$ cat config.mk
export PLATFORM = sky130hd
export DESIGN_NAME = jbsp_top
export DESIGN_NICKNAME = d
export VERILOG_FILES = /design/src/include/jbsp_pkg.sv /design/src/logic/jbsp_top.sv
export SDC_FILE = /design/constraint.sdc
export NUM_CORES = 1
export LEC_CHECK = 0
export BUFFER_PORTS_ARGS = -buffer_cell sky130_fd_sc_hd__clkbuf_2
export CORE_MARGIN = 2
export CORE_UTILIZATION = 25
export DETAILED_ROUTE_END_ITERATION = 12
export PLACE_DENSITY = 0.4
export SLEW_MARGIN = 20
export SYNTH_ARGS = -nofsm -noshare
export SYNTH_HDL_FRONTEND = slang
export SYNTH_SLANG_ARGS = --single-unit
$ cat constraint.sdc
create_clock -name clk -period 2.5 [get_ports clk]
set_input_delay 0.5 -clock clk [delete_from_list [all_inputs] [get_ports clk]]
set_output_delay 0.5 -clock clk [all_outputs]
set_load 0.05 [all_outputs]
$ cat src/include/jbsp_pkg.sv
// package for the boundary-scan test port: constants, states and bus carriers
package jbsp_pkg;

    // clock rate
    localparam int CLK_PERIOD_PS = 8000;

    // register byte offsets
    localparam logic [7:0] OFS_MCU_CONTROL = 8'h00;
    localparam logic [7:0] OFS_RESET_CAUSE = 8'h04;
    localparam logic [7:0] OFS_FUSE_CONTROL = 8'h08;

    // mcu_control fields
    localparam int MCU_DISABLE_BIT = 7;
    localparam int MCU_PULLUP_OFF_BIT = 4;
    localparam logic [7:0] MCU_RW_MASK = 8'h13;
    localparam logic [7:0] MCU_RESET = 8'h00;

    // reset_cause_status fields
    localparam int CAUSE_SCAN_RESET_BIT = 4;
    localparam logic [7:0] CAUSE_RW_MASK = 8'h1F;
    localparam logic [7:0] CAUSE_RESET = 8'h01;

    // fuse_control fields
    localparam int FUSE_PROG_BIT = 0;
    localparam int FUSE_ERASE_BIT = 1;
    localparam int FUSE_REFUSED_BIT = 2;

    // timed write window for the interface disable bit
    localparam logic [2:0] DISABLE_WINDOW_CYC = 3'h4;

    // short reset time-out, selected by clock option fuse low
    localparam int TIMEOUT_SHORT_NS = 1000;
    localparam int TIMEOUT_SHORT_CYC = (TIMEOUT_SHORT_NS * 1000 + CLK_PERIOD_PS - 1) / CLK_PERIOD_PS;

    // instruction codes
    localparam logic [3:0] IR_EXTEST = 4'h0;
    localparam logic [3:0] IR_IDCODE = 4'h1;
    localparam logic [3:0] IR_SAMPLE_PRELOAD = 4'h2;
    localparam logic [3:0] IR_DEVICE_RESET = 4'hC;
    localparam logic [3:0] IR_BYPASS = 4'hF;
    localparam logic [3:0] IR_CAPTURE = 4'h1;

    typedef enum logic [3:0] {
        TAP_RESET, TAP_IDLE,
        TAP_SEL_DR, TAP_CAP_DR, TAP_SHIFT_DR, TAP_EXIT1_DR, TAP_PAUSE_DR, TAP_EXIT2_DR, TAP_UPD_DR,
        TAP_SEL_IR, TAP_CAP_IR, TAP_SHIFT_IR, TAP_EXIT1_IR, TAP_PAUSE_IR, TAP_EXIT2_IR, TAP_UPD_IR
    } jbsp_tap_t;

    typedef struct packed {
        logic cyc;
        logic stb;
        logic we;
        logic [7:0] adr;
        logic [3:0] sel;
        logic [31:0] dat;
    } jbsp_wb_req_t;

    typedef struct packed {
        logic ack;
        logic [31:0] dat;
    } jbsp_wb_rsp_t;

endpackage : jbsp_pkg

$ cat src/logic/jbsp_top.sv
// boundary-scan test access port with register slave and device reset control
//
// What this block does
// - port works only with enable fuse programmed and interface disable bit clear.
// - software setting the interface disable bit turns the port off.
// - disable bit changes only on two equal writes within four cycles.
// - instruction register is four bits, sixteen codes.
// - all shift registers move least significant bit first.
// - code 0x0 selects boundary chain for external testing.
// - chain holds pin control, data, input and analog interface.
// - loading the external test code drives latched chain outputs at once.
// - external test captures pins, shifts chain, updates output pins.
// - code 0x1 selects 32-bit identification, default after power-up.
// - identification holds version, part number, maker; captured then shifted.
// - version field follows silicon revision upward from zero.
// - code 0x2 captures pins, shifts, loads latches without driving pins.
// - code 0xC selects one-bit reset register; controller not reset.
// - device held in reset while reset register is one, unlatched.
// - after release, reset lasts the fuse-selected time-out.
// - no high-impedance instruction; outside external test, device reset floats the pins instead.
// - code 0xF selects bypass stage, zero at capture, shifted after.
// - scan needs test clock slower than chip clock; tck is sampled on clk.
// - reset-cause bit 4 set by scan reset, cleared by power-on or zero write.
// - lock bits refuse debug fuse programming until chip erase.
// - sixteen-state controller stepped by mode line, starts in reset state.
// - five test clocks with mode high always reach reset state.
`timescale 1ns/1ps
module jbsp_top
    import jbsp_pkg::*;
#(
    parameter int NPINS = 8,
    parameter int ANA_W = 2,
    parameter int TIMEOUT_LONG_NS = 65000,
    parameter logic [3:0] SILICON_REV = 4'h0,
    // arbitrary neutral identity values
    parameter logic [15:0] PART_NUMBER = 16'h5A5A,
    parameter logic [10:0] MAKER_CODE = 11'h123
)
(
    // clock and reset
    input wire logic clk,
    input wire logic reset_n,
    // register bus
    input wire jbsp_wb_req_t wb_req,
    output jbsp_wb_rsp_t wb_rsp,
    // test port pins
    input wire logic tck,
    input wire logic tms,
    input wire logic tdi,
    output logic tdo,
    output logic tdo_oe,
    // fuses and lock bits
    input wire logic jtag_enable_fuse,
    input wire logic clock_option_fuse,
    input wire logic lock_bit_one,
    input wire logic lock_bit_two,
    output logic debug_enable_fuse,
    // port pins and core side
    input wire logic [NPINS-1:0] pin_in,
    output logic [NPINS-1:0] pin_out,
    output logic [NPINS-1:0] pin_oe,
    output logic global_pullup_disable,
    input wire logic [NPINS-1:0] core_out,
    input wire logic [NPINS-1:0] core_oe,
    input wire logic [ANA_W-1:0] core_ana,
    output logic [ANA_W-1:0] ana_ctrl,
    // device reset
    output logic device_reset
);

    localparam int CHAIN = 2 * NPINS + ANA_W;
    localparam int TIMEOUT_LONG_CYC = (TIMEOUT_LONG_NS * 1000 + CLK_PERIOD_PS - 1) / CLK_PERIOD_PS;

    typedef struct packed {
        logic [2:0] tck_sync;
        logic [2:0] tms_sync;
        logic [2:0] tdi_sync;
        logic [2:0][NPINS-1:0] pin_sync;
        logic tck_lvl;
        jbsp_tap_t tap;
        logic [3:0] ir_sr;
        logic [3:0] ir;
        logic bypass;
        logic [31:0] id_sr;
        logic rst_bit;
        logic [CHAIN-1:0] bsc_sr;
        logic [CHAIN-1:0] bsc_upd;
        logic tdo;
        logic tdo_oe;
        logic [NPINS-1:0] pin_out;
        logic [NPINS-1:0] pin_oe;
        logic [ANA_W-1:0] ana_ctrl;
        logic pullup_off;
        logic [15:0] rst_cnt;
        logic dev_rst;
        logic [7:0] mcu_ctrl;
        logic [7:0] cause;
        logic [2:0] dis_win_cnt;
        logic dis_win_val;
        logic dbg_fuse;
        logic erased;
        logic refused;
        jbsp_wb_rsp_t wb;
    } jbsp_reg_t;

    jbsp_reg_t s_r;
    jbsp_reg_t s_nxt;

    function automatic jbsp_tap_t tap_step(input jbsp_tap_t st, input logic m);
        unique case (st)
            TAP_RESET: return m ? TAP_RESET : TAP_IDLE;
            TAP_IDLE: return m ? TAP_SEL_DR : TAP_IDLE;
            TAP_SEL_DR: return m ? TAP_SEL_IR : TAP_CAP_DR;
            TAP_CAP_DR: return m ? TAP_EXIT1_DR : TAP_SHIFT_DR;
            TAP_SHIFT_DR: return m ? TAP_EXIT1_DR : TAP_SHIFT_DR;
            TAP_EXIT1_DR: return m ? TAP_UPD_DR : TAP_PAUSE_DR;
            TAP_PAUSE_DR: return m ? TAP_EXIT2_DR : TAP_PAUSE_DR;
            TAP_EXIT2_DR: return m ? TAP_UPD_DR : TAP_SHIFT_DR;
            TAP_UPD_DR: return m ? TAP_SEL_DR : TAP_IDLE;
            // select-IR with mode high heads for reset
            TAP_SEL_IR: return m ? TAP_RESET : TAP_CAP_IR;
            TAP_CAP_IR: return m ? TAP_EXIT1_IR : TAP_SHIFT_IR;
            TAP_SHIFT_IR: return m ? TAP_EXIT1_IR : TAP_SHIFT_IR;
            TAP_EXIT1_IR: return m ? TAP_UPD_IR : TAP_PAUSE_IR;
            TAP_PAUSE_IR: return m ? TAP_EXIT2_IR : TAP_PAUSE_IR;
            TAP_EXIT2_IR: return m ? TAP_UPD_IR : TAP_SHIFT_IR;
            TAP_UPD_IR: return m ? TAP_SEL_DR : TAP_IDLE;
        endcase
    endfunction : tap_step

    logic tap_on;
    logic tck_rise;
    logic tck_fall;
    logic tms_v;
    logic tdi_v;
    logic sel_chain;
    logic extest;
    logic bus_go;
    logic wr_commit;
    logic [7:0] wbyte;
    logic [CHAIN-1:0] capture;
    logic dr_lsb;

    always_comb
    begin
        s_nxt = s_r;
        // three-stage synchronisers; a tck change counts once stages 2 and 3 agree
        s_nxt.tck_sync = {s_r.tck_sync[1:0], tck};
        s_nxt.tms_sync = {s_r.tms_sync[1:0], tms};
        s_nxt.tdi_sync = {s_r.tdi_sync[1:0], tdi};
        s_nxt.pin_sync = {s_r.pin_sync[1:0], pin_in};
        tck_rise = 1'b0;
        tck_fall = 1'b0;
        if (s_r.tck_sync[1] == s_r.tck_sync[2] && s_r.tck_sync[2] != s_r.tck_lvl)
        begin
            s_nxt.tck_lvl = s_r.tck_sync[2];
            tck_rise = s_r.tck_sync[2];
            tck_fall = !s_r.tck_sync[2];
        end
        tms_v = s_r.tms_sync[2];
        tdi_v = s_r.tdi_sync[2];

        // fuse and disable bit gate the port
        tap_on = jtag_enable_fuse && !s_r.mcu_ctrl[MCU_DISABLE_BIT];
        // chain path for the two scan codes
        sel_chain = (s_r.ir == IR_EXTEST) || (s_r.ir == IR_SAMPLE_PRELOAD);
        extest = tap_on && (s_r.ir == IR_EXTEST);

        // control cells even, data cells odd, analog interface on top
        for (int i = 0; i < NPINS; i++)
        begin
            capture[2 * i] = s_r.pin_oe[i];
            capture[2 * i + 1] = s_r.pin_sync[2][i];
        end
        capture[CHAIN-1:2*NPINS] = core_ana;

        unique case (s_r.ir)
            IR_IDCODE: dr_lsb = s_r.id_sr[0];
            IR_DEVICE_RESET: dr_lsb = s_r.rst_bit;
            IR_EXTEST, IR_SAMPLE_PRELOAD: dr_lsb = s_r.bsc_sr[0];
            default: dr_lsb = s_r.bypass;
        endcase

        if (!tap_on)
        begin
            // disabled port sits in reset with data out released
            s_nxt.tap = TAP_RESET;
            s_nxt.ir = IR_IDCODE;
            s_nxt.tdo_oe = 1'b0;
            s_nxt.rst_bit = 1'b0;
        end
        else if (tck_rise)
        begin
            s_nxt.tap = tap_step(s_r.tap, tms_v);
            unique case (s_r.tap)
                TAP_RESET: s_nxt.ir = IR_IDCODE;
                TAP_CAP_IR: s_nxt.ir_sr = IR_CAPTURE;
                // lsb out first, tdi enters at msb
                TAP_SHIFT_IR: s_nxt.ir_sr = {tdi_v, s_r.ir_sr[3:1]};
                TAP_UPD_IR: s_nxt.ir = s_r.ir_sr;
                TAP_CAP_DR:
                begin
                    s_nxt.bypass = 1'b0;
                    s_nxt.id_sr = {SILICON_REV, PART_NUMBER, MAKER_CODE, 1'b1};
                    if (sel_chain)
                    begin
                        s_nxt.bsc_sr = capture;
                    end
                end
                TAP_SHIFT_DR:
                begin
                    // every data path shifts lsb first
                    unique case (s_r.ir)
                        IR_IDCODE: s_nxt.id_sr = {tdi_v, s_r.id_sr[31:1]};
                        // unlatched: the shifted bit acts at once
                        IR_DEVICE_RESET: s_nxt.rst_bit = tdi_v;
                        IR_EXTEST, IR_SAMPLE_PRELOAD: s_nxt.bsc_sr = {tdi_v, s_r.bsc_sr[CHAIN-1:1]};
                        default: s_nxt.bypass = tdi_v;
                    endcase
                end
                TAP_UPD_DR:
                begin
                    // acts on the rise leaving update, half a test clock late
                    // update loads latches only
                    if (sel_chain)
                    begin
                        s_nxt.bsc_upd = s_r.bsc_sr;
                    end
                end
                default:
                begin
                end
            endcase
        end
        else if (tck_fall)
        begin
            // data out moves on every falling edge, driven only in shift states
            s_nxt.tdo_oe = (s_r.tap == TAP_SHIFT_IR) || (s_r.tap == TAP_SHIFT_DR);
            s_nxt.tdo = (s_r.tap == TAP_SHIFT_IR) ? s_r.ir_sr[0] : dr_lsb;
        end

        // time-out starts after the reset bit falls
        // reload while high, so even a one-bit pulse gets the full time-out
        if (s_r.rst_bit)
        begin
            s_nxt.rst_cnt = clock_option_fuse ? 16'(TIMEOUT_LONG_CYC) : 16'(TIMEOUT_SHORT_CYC);
        end
        else if (s_r.rst_cnt != 16'h0000)
        begin
            s_nxt.rst_cnt = s_r.rst_cnt - 16'h0001;
        end
        s_nxt.dev_rst = s_r.rst_bit || (s_r.rst_cnt > 16'h0001);

        // limitation: scan values win over a pending device reset here
        // latched values reach pins as soon as the code is loaded
        if (extest)
        begin
            for (int i = 0; i < NPINS; i++)
            begin
                s_nxt.pin_oe[i] = s_r.bsc_upd[2 * i];
                s_nxt.pin_out[i] = s_r.bsc_upd[2 * i + 1];
            end
            s_nxt.ana_ctrl = s_r.bsc_upd[CHAIN-1:2*NPINS];
        end
        else
        begin
            s_nxt.pin_out = core_out;
            // pins float while the device is held in reset
            s_nxt.pin_oe = s_r.dev_rst ? '0 : core_oe;
            s_nxt.ana_ctrl = core_ana;
        end
        // pull-ups off while a scan code is active
        s_nxt.pullup_off = s_r.mcu_ctrl[MCU_PULLUP_OFF_BIT] || (tap_on && sel_chain);

        // classic single-cycle slave: ack one cycle after the request
        bus_go = wb_req.cyc && wb_req.stb;
        wr_commit = bus_go && wb_req.we && s_r.wb.ack && wb_req.sel[0];
        wbyte = wb_req.dat[7:0];
        s_nxt.wb.ack = bus_go && !s_r.wb.ack;
        s_nxt.wb.dat = 32'h0000_0000;
        if (bus_go && !s_r.wb.ack && !wb_req.we)
        begin
            unique case (wb_req.adr)
                OFS_MCU_CONTROL: s_nxt.wb.dat = {24'h000000, s_r.mcu_ctrl};
                OFS_RESET_CAUSE: s_nxt.wb.dat = {24'h000000, s_r.cause};
                OFS_FUSE_CONTROL: s_nxt.wb.dat = {29'h0000000, s_r.refused, s_r.erased, s_r.dbg_fuse};
                default: s_nxt.wb.dat = 32'h0000_0000;
            endcase
        end

        if (s_r.dis_win_cnt != 3'h0)
        begin
            s_nxt.dis_win_cnt = s_r.dis_win_cnt - 3'h1;
        end
        if (wr_commit && wb_req.adr == OFS_MCU_CONTROL)
        begin
            s_nxt.mcu_ctrl = (s_r.mcu_ctrl & ~MCU_RW_MASK) | (wbyte & MCU_RW_MASK);
            // second equal write inside the window commits
            if (s_r.dis_win_cnt != 3'h0 && wbyte[MCU_DISABLE_BIT] == s_r.dis_win_val)
            begin
                s_nxt.mcu_ctrl[MCU_DISABLE_BIT] = wbyte[MCU_DISABLE_BIT];
                s_nxt.dis_win_cnt = 3'h0;
            end
            else
            begin
                s_nxt.dis_win_val = wbyte[MCU_DISABLE_BIT];
                s_nxt.dis_win_cnt = DISABLE_WINDOW_CYC;
            end
        end

        if (wr_commit && wb_req.adr == OFS_RESET_CAUSE)
        begin
            s_nxt.cause = s_r.cause & wbyte & CAUSE_RW_MASK;
        end
        // scan reset sets the flag; set beats a clearing write
        if (s_r.rst_bit)
        begin
            s_nxt.cause[CAUSE_SCAN_RESET_BIT] = 1'b1;
        end

        if (wr_commit && wb_req.adr == OFS_FUSE_CONTROL)
        begin
            if (wbyte[FUSE_ERASE_BIT])
            begin
                s_nxt.erased = 1'b1;
                s_nxt.dbg_fuse = 1'b0;
                s_nxt.refused = 1'b0;
            end
            else if (wbyte[FUSE_PROG_BIT])
            begin
                // locked part needs an erase first
                if ((lock_bit_one || lock_bit_two) && !s_r.erased)
                    s_nxt.refused = 1'b1;
                else
                    s_nxt.dbg_fuse = 1'b1;
            end
        end
    end

    always_ff @(posedge clk or negedge reset_n)
    begin
        if (!reset_n)
        begin
            s_r <= '0;
            s_r.tap <= TAP_RESET;
            s_r.ir <= IR_IDCODE;
            s_r.mcu_ctrl <= MCU_RESET;
            s_r.cause <= CAUSE_RESET;
        end
        else
        begin
            s_r <= s_nxt;
        end
    end

    // everything runs on clk only; tck is just sampled
    assign wb_rsp = s_r.wb;
    assign tdo = s_r.tdo;
    assign tdo_oe = s_r.tdo_oe;
    assign debug_enable_fuse = s_r.dbg_fuse;
    assign pin_out = s_r.pin_out;
    assign pin_oe = s_r.pin_oe;
    assign global_pullup_disable = s_r.pullup_off;
    assign ana_ctrl = s_r.ana_ctrl;
    assign device_reset = s_r.dev_rst;

endmodule : jbsp_top

==> flow_summary.toml <==
[cells_and_area]
drive_gt1_share_pct = 27.2
finish.utilization_pct = 29.7
postLayoutCellArea_um2 = 9320
layout.nets = 852
antenna_cells = 0
instances_no_fill = 1180
multi_input_comb_area_um2 = 3000
fillers = 3306
area_growth_pct = 17.3
ff_latch_area_um2 = 4430

[sta]
slew-limit-headroom_pct = 58.3
hold_viol = 0
slew_viol_final = 0
finalSetupViolCount = 0
setup_tns_ns = 0
max_freq_ghz = 0.468
rsz0062_at_grt = "false"
finClkSkew_ns = 0.0182
setup_ws_ns = 0.364
hold_ws_ns = 0.0218
min_period_over_period_pct = 85.5
tightest_slew_ns = 0.621
period_minus_slack_ns = 2.14

[clocking]
cts_buffer_depth = 2
htreeDepth = 4
ctsResizeCount = 0
cts_tree = "built"
clk_latency_ns = 0.44
post_cts_buffers = 0
cts_buffers = 17
ctsRootBufferMaster = "clkbuf_16"
clk_pin_slew_ns = 0.08
cts_hold_buf = 0
cts_sinks = 177

[global_routing]
grt_pass1_wl_um = 29000
overflow = 0
grt_pass1_vias = 5389
antenna_found_initial = 0
busiest_layer = "met2"
met1_usage_pct = 15.1
gr-usage-met2_pct = 16.8
grt_usage_pct = 11.0
grt_start_max_net_pins = 52
met3_usage_pct = 2.87

[critical_path]
critPathArrivalTime_ns = 2.48
r2r-end = "s_r[123]"
path_buf_inv = 2
worstPathRequired_ns = 2.84
rr_worst_depth = 5
r2r_start = "s_r[175]"
cp_cell_sequence = "or4b_2 > buf_4 > buf_4 > mux2i_1 > o21ai_0"
path_common_cell = "buf_4"
critical_path.max_stage_delay_ns = 0.74
crit_path_start = "s_r[175]"
slowest_stage = "or4b_2"
crit_family = "simple AND/OR/NAND/NOR gates"
crit_end = "s_r[123]"
rrSetupSlack_ns = 0.36
worst-setup-path-type = "flop to flop"
worstPathMaxFanout = 20
cp.depth = 5
end_kind = "flop"
start_kind = "flop"

[synthesis]
synth_top_area_share_pct = 55.1
synthTopCellsByArea = "dfrtp_1, mux2_2, buf_4"
synth-async-reset-ratio_pct = 100
postSynthCellCount = 693
yosysSeqAreaShare_pct = 55.8
syn-cell-area_um2 = 7950
ys_types = 67
yosys.area.top_type = "dfrtp_1"
syn_avg_cell_area_um2 = 11.5
ys_ff_latch = 177
synth_edf_count = 0
synth_top_flop_cell = "dfrtp_1"
yosysWarnings = 0

[die]
die_h_um = 182
io_pins = 138
design.core.area_um2 = 31400
rows = 65
dieArea_um2 = 33200
initial_core_util_pct = 25.3
die_w_um = 182

[route]
drc = 0
vias_per_cell = 4.29
wl_per_cell_um = 14.4
first_iter_violations = 301
dr.pass1.iters = 5
wirelength_um = 17000
vias = 5061
antenna_left = 0

[power_and_ir_drop]
pwr-share-clk_pct = 42.8
seq_power_share_pct = 48.8
switching_share_pct = 27.4
switching_power_mw = 1.75
leakage_nw = 4.37
power_mw = 6.39
max-vdd-ir-drop_v = 0.000418
powerDensity_nw_per_um2 = 685
p_comb_share_pct = 8.5
intPower_mw = 4.64

[placed_design]
place_congestion = 0.721
post_dp_cell_area_um2 = 8710
dp.cells = 1148
dp_slack_ns = 0.284
post-dp-hpwl_um = 11500
portBuffers = 82

[worst_hold_path]
min_path_type = "input port to async pin"

[run_status]
status = "finished clean"

[run]
maxCapViolCount = 0
sequential cells by signal (all words and copies together), names as in the netlist, 2 cells and up:
signal / flops
ana_ctrl: 2
capture: 8
pin_oe: 8
pin_out: 8
s_nxt: 22
s_r: 117
wb_rsp: 7
per-layer routing:
metal / share of wire [%] / up-vias
met4: 1.2 / 0
li1: - / 2473
met5: 0 / -
met2: 45 / 88
met1: 50 / 2485
met3: 4.5 / 15
power groups by stage:
| stage | registers (mW) | logic (mW) | clock network [mW] |
|---|---|---|---|
| final | 3.12 | 0.542 | 2.73 |
| after global routing | 3.14 | 0.624 | 2.96 |
| after CTS | 3.12 | 0.556 | 2.83 |
| after detailed placement | 3.17 | 0.553 | 0 |
| after global placement | 3.17 | 0.551 | 0 |
| after floorplan | 3.14 | 0.419 | 0 |
cell usage in the layout (no fill, tap or decap), drive strengths merged, types with 4 or more instances in the layout:
cell and instances:
dfrtp 175, clkbuf 100, nand2 60, mux2 51, mux2i 38, nor2 38, o21ai 30, inv 30
buf 29, conb 26, a21oi 25, nor2b 17, nor4 15, nor3 14, o21ba 8, or3 6
nand2b 6, nand4 6, a31oi 5, and3 5, ha 5, o211ai 5, or4 4, nand3b 4
nand3 4, nor3b 4, o21a 4, xor2 4, clkinvlp 4, clkinv 4
Yosys cell counts (all sizes together) (2+ instances only):
master / count
dfrtp: 175
buf: 67
nand2: 60
mux2: 51
mux2i: 38
nor2: 38
o21ai: 30
a21oi: 25
inv: 25
nor2b: 17
clkbuf: 16
nor4: 15
nor3: 14
o21ba: 8
nand2b: 6
nand4: 6
or3: 6
a31oi: 5
and3: 5
ha: 5
o211ai: 5
nand3: 4
nand3b: 4
nor3b: 4
o21a: 4
or4: 4
xor2: 4
a21o: 3
a22o: 3
a311oi: 3
and2: 3
nand4b: 3
nor4b: 3
o21bai: 3
o31ai: 3
or2: 3
xnor2: 3
and4bb: 2
dfstp: 2
or4b: 2
cell families after synthesis:
logic type                 count (synthesis)  synth area share (%)
AOI/OAI and AO/OA                        102                  8.50
xor gates and xnor gates                   7                 0.772
adders and majority gates                  6                 0.913
buffers and inverters                    108                  7.83
DFF                                      177                  55.8
muxes                                     89                  12.0
other                                      1                0.0472
and+or+nand+nor                          203                  14.1
worst min-delay path by stage:
| stage | slack, ns | end | start | cells past startpoint |
|---|---|---|---|---|
| CTS | 0.03 | s_r[107] | reset_n | 1 |
| floorplan | 0.20 | ana_ctrl[0] | reset_n | 0 |
| detailed placement | 0.33 | capture[13] | s_nxt[199] | 0 |
| finish | 0.02 | pin_out[5] | reset_n | 1 |
| global placement | 0.33 | s_nxt[197] | s_nxt[189] | 0 |
| global route | 0.03 | pin_out[5] | reset_n | 1 |
worst reg2reg max path, delay by kind of cell (launching register included):
kind            cells  cell delay, ns
mux                 1            0.14
compound gates      1            0.19
simple gates        1            0.74
flops               1            0.46
buf+inv             2            0.53
layout make-up:
cell class | count | share of cell area [%]
sequential | 177 | 47.5
tap | 402 | 5.40
clock buffer | 18 | 4.71
multi-input combinational | 433 | 32.2
inverter | 25 | 1.01
timing repair buffer | 111 | 7.37
clock inverter | 14 | 1.81
Note: power is estimated with default switching activity, not from simulation.
